<file path="src/rtl/e1ios_pkg.sv">
package e1ios_pkg;
	// Register addresses on the 8-bit register port.
	localparam logic [7:0] ADDR_WORD_TWO = 8'h1D;
	localparam logic [7:0] ADDR_WORD_THREE = 8'h1E;
	localparam logic [7:0] ADDR_OVF_LATCH = 8'h1F;
	localparam logic [7:0] ADDR_MASK_TWO = 8'h0D;
	localparam logic [7:0] ADDR_MASK_THREE = 8'h0E;
	localparam logic [7:0] ADDR_CONTROL = 8'h0F;

	// Field positions in interrupt word two and the overflow latch.
	localparam int BIT_FRAME_ERR = 7;
	localparam int BIT_CRC_ERR = 6;
	localparam int BIT_EBIT = 4;
	localparam int BIT_EBIT_LATCH = 5;
	localparam int BIT_LINE_CODE = 3;
	localparam int BIT_PRBS_ERR = 2;
	localparam int BIT_PRBS_MF = 1;
	localparam int BIT_SA = 0;

	// Field positions in interrupt word three.
	localparam int BIT_LINK0 = 7;
	localparam int BIT_LINK1 = 6;
	localparam int BIT_LINK2 = 5;
	localparam int BIT_JITTER = 4;
	localparam int BIT_ONE_SEC = 3;
	localparam int BIT_FIVE_SEC = 2;
	localparam int BIT_RAI_CRC = 1;
	localparam int BIT_SIGNAL = 0;

	// Control register fields.
	localparam int BIT_SA_SELECT = 4;
	localparam int BIT_DEBOUNCE_EN = 0;

	// Bits that exist; all others read as zero.
	localparam logic [7:0] WORD_TWO_USED = 8'hDF;
	// Word two bits that a read clears; the multiframe and Sa bits clear only by writing one.
	localparam logic [7:0] WORD_TWO_READ_CLEAR = 8'hDC;
	localparam logic [7:0] LATCH_USED = 8'hEE;
	localparam logic [7:0] CONTROL_USED = 8'h11;

	// Reset values.
	localparam logic [7:0] STATUS_RESET = 8'h00;
	localparam logic [7:0] MASK_RESET = 8'h00;
	localparam logic [7:0] CONTROL_RESET = 8'h00;

	// Counter wrap points.
	localparam logic [7:0] COUNT_MAX = 8'hFF;
	localparam logic [7:0] COUNT_ZERO = 8'h00;

	// Debounce hold time in clock cycles.
	localparam int DEBOUNCE_CYCLES = 8;

	// Low bytes of the six monitored error counters.
	typedef struct packed {
		logic [7:0] frameErr;
		logic [7:0] crcErr;
		logic [7:0] ebitErr;
		logic [7:0] lineCode;
		logic [7:0] prbsErr;
		logic [7:0] prbsMf;
	} e1ios_ctr_t;

	// Register port request.
	typedef struct packed {
		logic [7:0] addr;
		logic [7:0] wrData;
		logic wr;
		logic rd;
	} e1ios_req_t;
endpackage

</file>
<file path="src/rtl/e1ios_status.sv">
// Design decision made here: strobed register access.
`timescale 1ns/1ps
// Operation
// - Frame-alignment error counter wrapping FF to 00 sets word two bit 7 if unmasked.
// - CRC error counter wrapping FF to 00 sets word two bit 6 if unmasked.
// - Far-end E-bit counter wrapping FF to 00 sets word two bit 4 if unmasked.
// - Line code violation counter wrapping sets word two bit 3 if unmasked.
// - PRBS error counter wrapping sets word two bit 2 if unmasked.
// - PRBS multiframe counter overflow sets word two bit 1; mask 1 means unmasked.
// - Sa change sets word two bit 0; select picks bits or nibbles.
// - Masked events never set their status bit in words two and three.
// - Reading word three clears all its bits; reading word two clears all but bits 1 and 0.
// - Link controller 0, 1, 2 interrupts set word three bits 7, 6, 5.
// - Jitter FIFO within four bytes of over or underflow sets word three bit 4.
// - Rising edge of one-second status sets word three bit 3.
// - Rising edge of five-second status sets word three bit 2.
// - Remote alarm together with CRC error sets word three bit 1.
// - Signalling pattern change, optionally debounced, sets word three bit 0.
// - Counter overflows set latch bits 7, 6, 5, 3, 2, 1, unmasked.
// - Latch bits hold until the latch register is read, then clear.
module e1ios_status
#(
	parameter int DEBOUNCE = e1ios_pkg::DEBOUNCE_CYCLES // Signalling stable time in cycles.
)
(
	input wire logic sys_clk, // System clock, 50 MHz.
	input wire logic rst_n, // Asynchronous reset, active low.
	input wire e1ios_pkg::e1ios_req_t req, // Register port request.
	output logic [7:0] rdData, // Read data, valid the cycle after a read.
	output logic irq, // Level interrupt, high while a word two or word three bit is set.
	input wire e1ios_pkg::e1ios_ctr_t counters, // Low bytes of the error counters.
	input wire logic [3:0] saBits, // Received Sa5 to Sa8.
	input wire logic [3:0] saNibble, // Received Sa nibble.
	input wire logic saNibbleStb, // New Sa nibble valid pulse.
	input wire logic [2:0] linkCtrlIrq, // Link controller 0 to 2 interrupt pulses.
	input wire logic jitterMargin, // FIFO within four bytes of limit, level.
	input wire logic oneSecStatus, // One-second status bit.
	input wire logic fiveSecStatus, // Five-second status bit.
	input wire logic remoteAlarm, // Remote alarm event.
	input wire logic crcError, // CRC error event.
	input wire logic [3:0] sigPattern // Received AB or ABCD pattern.
);
	import e1ios_pkg::*;

	////////////////////////////////////////////////////////////////////////////////
	// Helpers.

	// A wrap is the step from all ones to zero between two samples.
	function automatic logic wrapped(input logic [7:0] prev, input logic [7:0] cur);
		wrapped = (prev == COUNT_MAX) && (cur == COUNT_ZERO);
	endfunction

	localparam logic [7:0] DB_LAST = 8'(DEBOUNCE - 1);

	e1ios_ctr_t prevCtr;
	logic [3:0] saPrev;
	logic [3:0] saNibPrev;
	logic oneSecPrev;
	logic fiveSecPrev;
	logic jitterPrev;
	logic [3:0] sigStable;
	logic [3:0] sigCand;
	logic [7:0] dbCnt;
	logic [7:0] wordTwo;
	logic [7:0] wordThree;
	logic [7:0] ovfLatch;
	logic [7:0] maskTwo;
	logic [7:0] maskThree;
	logic [7:0] control;
	logic [7:0] evTwo;
	logic [7:0] evThree;
	logic [7:0] evLatch;
	logic saEvent;
	logic sigEvent;
	logic [7:0] clrTwo;
	logic [7:0] clrThree;
	logic [7:0] next_wordTwo;
	logic [7:0] next_wordThree;
	logic [7:0] next_ovfLatch;

	////////////////////////////////////////////////////////////////////////////////
	// Event detection.

	// Previous samples for edge and wrap detection.
	always_ff @(posedge sys_clk or negedge rst_n)
	begin
		if (!rst_n)
		begin
			prevCtr <= '0;
			saPrev <= 4'h0;
			saNibPrev <= 4'h0;
			oneSecPrev <= 1'b0;
			fiveSecPrev <= 1'b0;
			jitterPrev <= 1'b0;
		end
		else
		begin
			prevCtr <= counters;
			saPrev <= saBits;
			if (saNibbleStb)
				saNibPrev <= saNibble;
			oneSecPrev <= oneSecStatus;
			fiveSecPrev <= fiveSecStatus;
			jitterPrev <= jitterMargin;
		end
	end

	// Debounce keeps a candidate pattern and counts how long it has held still.
	always_ff @(posedge sys_clk or negedge rst_n)
	begin
		if (!rst_n)
		begin
			sigCand <= 4'h0;
			dbCnt <= 8'h00;
		end
		else if (sigPattern != sigCand)
		begin
			sigCand <= sigPattern;
			dbCnt <= 8'h00;
		end
		else if (dbCnt != DB_LAST)
			dbCnt <= dbCnt + 8'h01;
	end

	// Accepted pattern follows the line at once, or after the hold time when debouncing.
	assign sigEvent = (sigStable != sigPattern) &&
		(!control[BIT_DEBOUNCE_EN] || ((sigPattern == sigCand) && (dbCnt == DB_LAST)));

	always_ff @(posedge sys_clk or negedge rst_n)
	begin
		if (!rst_n)
			sigStable <= 4'h0;
		else if (sigEvent)
			sigStable <= sigPattern;
	end

	// Sa change in individual-bit mode or nibble mode.
	assign saEvent = control[BIT_SA_SELECT] ? (saBits != saPrev)
		: (saNibbleStb && (saNibble != saNibPrev));

	// Raw events gathered in register layout.
	always_comb
	begin
		evTwo = 8'h00;
		evTwo[BIT_FRAME_ERR] = wrapped(prevCtr.frameErr, counters.frameErr);
		evTwo[BIT_CRC_ERR] = wrapped(prevCtr.crcErr, counters.crcErr);
		evTwo[BIT_EBIT] = wrapped(prevCtr.ebitErr, counters.ebitErr);
		evTwo[BIT_LINE_CODE] = wrapped(prevCtr.lineCode, counters.lineCode);
		evTwo[BIT_PRBS_ERR] = wrapped(prevCtr.prbsErr, counters.prbsErr);
		evTwo[BIT_PRBS_MF] = wrapped(prevCtr.prbsMf, counters.prbsMf);
		evTwo[BIT_SA] = saEvent;
		evThree = 8'h00;
		evThree[BIT_LINK0] = linkCtrlIrq[0];
		evThree[BIT_LINK1] = linkCtrlIrq[1];
		evThree[BIT_LINK2] = linkCtrlIrq[2];
		evThree[BIT_JITTER] = jitterMargin && !jitterPrev;
		evThree[BIT_ONE_SEC] = oneSecStatus && !oneSecPrev;
		evThree[BIT_FIVE_SEC] = fiveSecStatus && !fiveSecPrev;
		evThree[BIT_RAI_CRC] = remoteAlarm && crcError;
		evThree[BIT_SIGNAL] = sigEvent;
		evLatch = 8'h00;
		evLatch[BIT_FRAME_ERR] = evTwo[BIT_FRAME_ERR];
		evLatch[BIT_CRC_ERR] = evTwo[BIT_CRC_ERR];
		evLatch[BIT_EBIT_LATCH] = evTwo[BIT_EBIT];
		evLatch[BIT_LINE_CODE] = evTwo[BIT_LINE_CODE];
		evLatch[BIT_PRBS_ERR] = evTwo[BIT_PRBS_ERR];
		evLatch[BIT_PRBS_MF] = evTwo[BIT_PRBS_MF];
	end

	////////////////////////////////////////////////////////////////////////////////
	// Status words.

	// A read clears the read-clear bits of word two and all of word three; a write clears the bits written as one.
	// Setting is applied after clearing so an event in the clearing cycle survives.
	always_comb
	begin
		clrTwo = 8'h00;
		clrThree = 8'h00;
		if (req.rd && (req.addr == ADDR_WORD_TWO))
			clrTwo = WORD_TWO_READ_CLEAR;
		else if (req.wr && (req.addr == ADDR_WORD_TWO))
			clrTwo = req.wrData;
		if (req.rd && (req.addr == ADDR_WORD_THREE))
			clrThree = 8'hFF;
		else if (req.wr && (req.addr == ADDR_WORD_THREE))
			clrThree = req.wrData;
		next_wordTwo = ((wordTwo & ~clrTwo) | (evTwo & maskTwo)) & WORD_TWO_USED;
		next_wordThree = (wordThree & ~clrThree) | (evThree & maskThree);
		next_ovfLatch = (req.rd && (req.addr == ADDR_OVF_LATCH)) ? evLatch : (ovfLatch | evLatch);
	end

	always_ff @(posedge sys_clk or negedge rst_n)
	begin
		if (!rst_n)
		begin
			wordTwo <= STATUS_RESET;
			wordThree <= STATUS_RESET;
			ovfLatch <= STATUS_RESET;
		end
		else
		begin
			wordTwo <= next_wordTwo;
			wordThree <= next_wordThree;
			ovfLatch <= next_ovfLatch & LATCH_USED;
		end
	end

	////////////////////////////////////////////////////////////////////////////////
	// Mask and control registers.

	// Masks are active high: a one lets the event through.
	always_ff @(posedge sys_clk or negedge rst_n)
	begin
		if (!rst_n)
		begin
			maskTwo <= MASK_RESET;
			maskThree <= MASK_RESET;
			control <= CONTROL_RESET;
		end
		else if (req.wr)
		begin
			case (req.addr)
				ADDR_MASK_TWO: maskTwo <= req.wrData & WORD_TWO_USED;
				ADDR_MASK_THREE: maskThree <= req.wrData;
				ADDR_CONTROL: control <= req.wrData & CONTROL_USED;
				default: ;
			endcase
		end
	end

	////////////////////////////////////////////////////////////////////////////////
	// Read port and interrupt.

	// Read data shows the value before the read's own clear; unmapped reads give zero.
	always_ff @(posedge sys_clk or negedge rst_n)
	begin
		if (!rst_n)
			rdData <= 8'h00;
		else if (req.rd)
		begin
			case (req.addr)
				ADDR_WORD_TWO: rdData <= wordTwo;
				ADDR_WORD_THREE: rdData <= wordThree;
				ADDR_OVF_LATCH: rdData <= ovfLatch;
				ADDR_MASK_TWO: rdData <= maskTwo;
				ADDR_MASK_THREE: rdData <= maskThree;
				ADDR_CONTROL: rdData <= control;
				default: rdData <= 8'h00;
			endcase
		end
		else
			rdData <= 8'h00;
	end

	// Word two and three bits are already masked at setting, so any set bit in them raises the line.
	assign irq = (wordTwo != 8'h00) || (wordThree != 8'h00);
endmodule // e1ios_status
</file>
<file path="config.mk">
export PLATFORM = sky130hd
export DESIGN_NAME = e1ios_status
export DESIGN_NICKNAME = d
export VERILOG_FILES = /design/src/rtl/e1ios_pkg.sv /design/src/rtl/e1ios_status.sv
export SDC_FILE = /design/constraint.sdc
export NUM_CORES = 1
export LEC_CHECK = 0
export ABC_AREA = 1
export BUFFER_PORTS_ARGS = -buffer_cell sky130_fd_sc_hd__buf_2
export CORE_UTILIZATION = 45
export DETAILED_ROUTE_END_ITERATION = 16
export GPL_ROUTABILITY_DRIVEN = 1
export GPL_TIMING_DRIVEN = 0
export PLACE_DENSITY = 0.63
export SLEW_MARGIN = 20
export SYNTH_ARGS = -nofsm -noshare
export SYNTH_HDL_FRONTEND = slang
export SYNTH_SLANG_ARGS = --single-unit
</file>
<file path="constraint.sdc">
create_clock -name sys_clk -period 1.5 [get_ports sys_clk]
set_input_delay 0.075 -clock sys_clk [delete_from_list [all_inputs] [get_ports sys_clk]]
set_output_delay 0.075 -clock sys_clk [all_outputs]
set_load 0.005 [all_outputs]
</file>
---- Word level (Yosys, flattened, before mapping) ----
Cells that the tools add are included.
cells by class
  equality and inequality tests ........... 19
  multiplexer cells ....................... 10
  bitwise operators ....................... 9
  reduce and logical (&&, ||, !) cells .... 36
  add/subtract/negate cells ............... 1
operator list
  kind                 count
  $mux 8               8
  $eq 8x8->1 const B   6
  $logic_not 8->1      6
  $pmux 8 s6           1
  $and 8x8->8          4
  $eq 8x4->1 const B   3
  $eq 8x5->1 const B   3
  $or 8x8->8           3
  $logic_and 1x1->1    18
  $ne 4x4->1           4
  $not 8->8            2
  $reduce_bool 8->1    2
  $add 8x1->8 const B  1
  $eq 8x3->1 const B   1
  $ne 8x3->1 const B   1
  $reduce_and 2->1     3
  $eq 4x4->1           1
  $logic_not 1->1      4
  $logic_or 1x1->1     2
  $reduce_bool 2->1    1
  $mux 1               1
word-level totals
  flip-flop bits (word level) ............. 121

---- Depth between registers and ports, before layout ----
  word-level depth ........................ 7
  mapped depth ............................ 9

---- Least setup slack after synthesis ----
No wires, ideal clock.
  kind .................................... reg-to-reg
  from .................................... register dbCnt[0]
  to ...................................... register sigStable[0]
  library setup time ...................... 0.117 ns
  cell stages (with the launch flop) ...... 9
  clock period less this slack ............ 1.317 ns
  setup slack ............................. 0.183 ns
  arrival ................................. 1.200 ns
  path buffers ............................ 0
  cell sequence ........................... dfrtp_1 > ha_1 > nand3_1 > nor2_1 > nand3_1 > nand2_1 > nand2_1 > nand2_1 > nand2_1
on the way
  longest elaborated chain between the ends .. 4
RTL lines
  element                 RTL line             source
  start, declared         e1ios_status.sv:63   logic [7:0] dbCnt;
  start signal, assigned  e1ios_status.sv:122  dbCnt <= dbCnt + 8'h01;
  $eq 8x3->1              e1ios_status.sv:127  (!control[BIT_DEBOUNCE_EN] || ((sigPattern == sigCand) && (dbCnt == DB_LAST)));
  $logic_and 1x1->1       e1ios_status.sv:127
  $logic_or 1x1->1        e1ios_status.sv:127
  $logic_and 1x1->1       e1ios_status.sv:126  assign sigEvent = (sigStable != sigPattern) &&
  end signal, assigned    e1ios_status.sv:134  sigStable <= sigPattern;
  end, declared           e1ios_status.sv:61   logic [3:0] sigStable;
No other way between the ends.
A chain may end at the register's enable or synchronous reset.

---- Worst setup path after layout ----
  from .................................... register wordTwo[4]
  to ...................................... output irq
on the way
  longest elaborated chain between the ends .. 2
RTL lines
  element                 RTL line             source
  start, declared         e1ios_status.sv:64   logic [7:0] wordTwo;
  start signal, assigned  e1ios_status.sv:202  wordTwo <= next_wordTwo;
  $reduce_bool 8->1       e1ios_status.sv:256  assign irq = (wordTwo != 8'h00) || (wordThree != 8'h00);
  $logic_or 1x1->1        e1ios_status.sv:256
  end, declared           e1ios_status.sv:30   output logic irq,
No other way between the ends.

==> impl_metrics.env <==
export IMPL_nets=834
export IMPL_io_buffers=97
export IMPL_cp_start_kind="flop"
export IMPL_routabilityCongestion=0.865
export IMPL_synth_warnings=0
export IMPL_fmax_mhz=605
export IMPL_htree_num_levels=4
export IMPL_layout_cells_non_filler=897
export IMPL_slew_headroom_pct=62.4
export IMPL_finalCriticalPeriod_ps=1650
export IMPL_drv_cap=0
export IMPL_core_area_mm2=0.0108
export IMPL_ff2ff_path_depth=2
export IMPL_syn_avg_cell_area_um2=9.35
export IMPL_power_uw=9010
export IMPL_outcome="finished with violations"
export IMPL_via_per_inst=4.84
export IMPL_numClockSinks=121
export IMPL_rows=38
export IMPL_root_buffer="clkbuf_8"
export IMPL_cts_tree="yes"
export IMPL_finalInstanceArea_mm2=0.00731
export IMPL_drt_iter0_drc=291
export IMPL_synth_fp_nets=624
export IMPL_worstPathArrival_ps=1580
export IMPL_hold_class="input port to flop"
export IMPL_cp_required_ps=1420
export IMPL_hpwlAfterDp_um=8030
export IMPL_cts_max_path_buffers=2
export IMPL_violations="setup timing"
export IMPL_seq_area_frac_synth_pct=60.7
export IMPL_grt_overflow=0
export IMPL_drive_gt1_share_pct=23.2
export IMPL_clock_latency_ps=520
export IMPL_clkSlewWorstSetupHoldPaths_ps=60
export IMPL_finClkSkew_ps=4.43
export IMPL_leakagePower_uw=0.00352
export IMPL_p_per_area_mw_per_mm2=1230
export IMPL_hold_depth=5
export IMPL_finalCritPeriodShare_pct=110
export IMPL_end_kind="output pin"
export IMPL_async_reset_ff_share_pct=100
export IMPL_grt_pass1_vias=4322
export IMPL_rsz0062_at_grt="yes"
export IMPL_cts_buffers_inserted=17
export IMPL_ant_nets=0
export IMPL_layout_setup_ws_ps=-153
export IMPL_utilization_pct=67.4
export IMPL_grt_pass1_wl_um=20000
export IMPL_peakVddDrop_mv=0.830
export IMPL_die_h_um=107
export IMPL_start_util_pct=46.0
export IMPL_hold_viol=0
export IMPL_synth_cell_type_count=33
export IMPL_ys_ff_latch=121
export IMPL_drc=0
export IMPL_crit_fanout=3
export IMPL_antenna_found_initial=0
export IMPL_grt_usage_pct=23.1
export IMPL_slew_viol_final=0
export IMPL_grt_max_degree=65
export IMPL_dp_cells=772
export IMPL_antenna_cells=0
export IMPL_wl_per_cell_um=13.5
export IMPL_hold_slack_ps=65.6
export IMPL_via_count=4339
export IMPL_synth_cells=534
export IMPL_boundaryPins=98
export IMPL_firstDrtPassIters=5
export IMPL_ys_flop_type="dfrtp_1"
export IMPL_synth_edff_count=0
export IMPL_worst_slew_pin_slew_ps=562
export IMPL_finalSetupViolCount=1
export IMPL_critPathKind="flop to output pin"
export IMPL_area_growth_pct=46.5
export IMPL_design_die_area_mm2=0.0115
export IMPL_post_dp_cell_area_mm2=0.00569
export IMPL_wl_um=12100
export IMPL_synth_area_mm2=0.00499
export IMPL_die_w_um=107
-- worst max-delay path, cell delays in order (launching register included) --
cell and delay [ps]:
dfrtp_1 400, nor4_2 300, nand4_1 190, buf_2 170
-- sequential cells by signal (all words and copies together) (netlist names) --
name         count
sigStable        4
ovfLatch         6
oneSecPrev       1
maskTwo          7
control          2
sigCand          4
jitterPrev       1
fiveSecPrev      1
maskThree        8
wordThree        8
saPrev           4
wordTwo          7
rdData           8
saNibPrev        4
dbCnt            8
prevCtr         48
-- cell usage in the layout (no fill, tap or decap), drive strengths merged, types with 2 or more instances in the layout --
cell type and n:
a21oi 3, buf 111, bufinv 6, clkbuf 25
clkinvlp 4, dfrtp 121, dlygate4sd3 85, inv 43
mux2 4, nand2 136, nand3 55, nand4 14
nor2 81, nor3 14, nor3b 2, nor4 3
o21ai 24, o22ai 8, xnor2 6, xor2 6
-- metal layers --
metal,track usage [%],vias up,routed length [µm]
li1,-,2164,-
met1,30.5,2016,5410
met2,37.3,138,5810
met3,4.78,21,665
met4,9.39,0,241
met5,0,-,0
-- area by class of cell --
class                   count  area, µm²
plain buffers               9       52.6
clock buffers              21        469
flip-flops and latches    121       3030
fillers                   853       3530
clock inverters            11        215
inverters                  43        161
multi-input cells         361       1780
well taps                 140        175
repair buffers            191       1430
-- synthesized netlist by cell type, drive strengths merged, types with 5 or more instances --
cell   count  area share (%)
nand2    136              10
dfrtp    121              61
nor2      81             6.5
nand3     55             6.0
inv       43             3.2
o21ai     24             3.0
nand4     14             1.8
nor3      14             1.7
o22ai      8             1.0
xnor2      6             1.1
xor2       6             1.1
buf        5            0.75
-- kinds of logic after synthesis --
group                      count (synthesis)  synth area share (%)
and+or+nand+nor                          306                  27.0
DFF                                      121                  60.7
buffers and inverters                     52                  4.29
AOI/OAI and AO/OA                         38                  4.76
xor gates and xnor gates                  12                  2.11
muxes                                      4                 0.902
adders and majority gates                  1                 0.251
-- where the power goes --
part           switching [µW]  internal [µW]  total, µW  leakage, µW
logic                     368            418        786      0.00171
registers                 140           3470       3610      0.00149
clock network            1400           3210       4610     0.000322
-- what timing repair did --
| action | 4_1_cts | 5_1_grt |
|---|---|---|
| resized for setup | 3 | 4 |
| hold buffers | 85 | 0 |
| pin swaps | 2 | 4 |
| setup endpoints to repair | 3 | 7 |
| setup buffers | 3 | 5 |
| endpoints found under the hold margin | 233 | 0 |
-- through the flow --
step	TNS, ps	setup slack, ps
2_1_floorplan	0	183
3_3_place_gp	-129200	-1070
3_5_place_dp	-218	-40.8
4_1_cts	-145	-145
5_1_grt	-177	-177
6_report	-153	-153
-- path summary, 6_finish.rpt --
check	endpoint	from	slack, ps
max	irq	wordTwo[4]	-150
max reg2reg	saNibPrev[3]	saNibPrev[3]	140
max in group asynchronous	wordThree[4]	rst_n	740
min	maskThree[3]	req[10]	70
min in group asynchronous	dbCnt[2]	rst_n	90
min reg2reg	wordThree[3]	oneSecPrev	440
(Power assumes the default switching activity.)
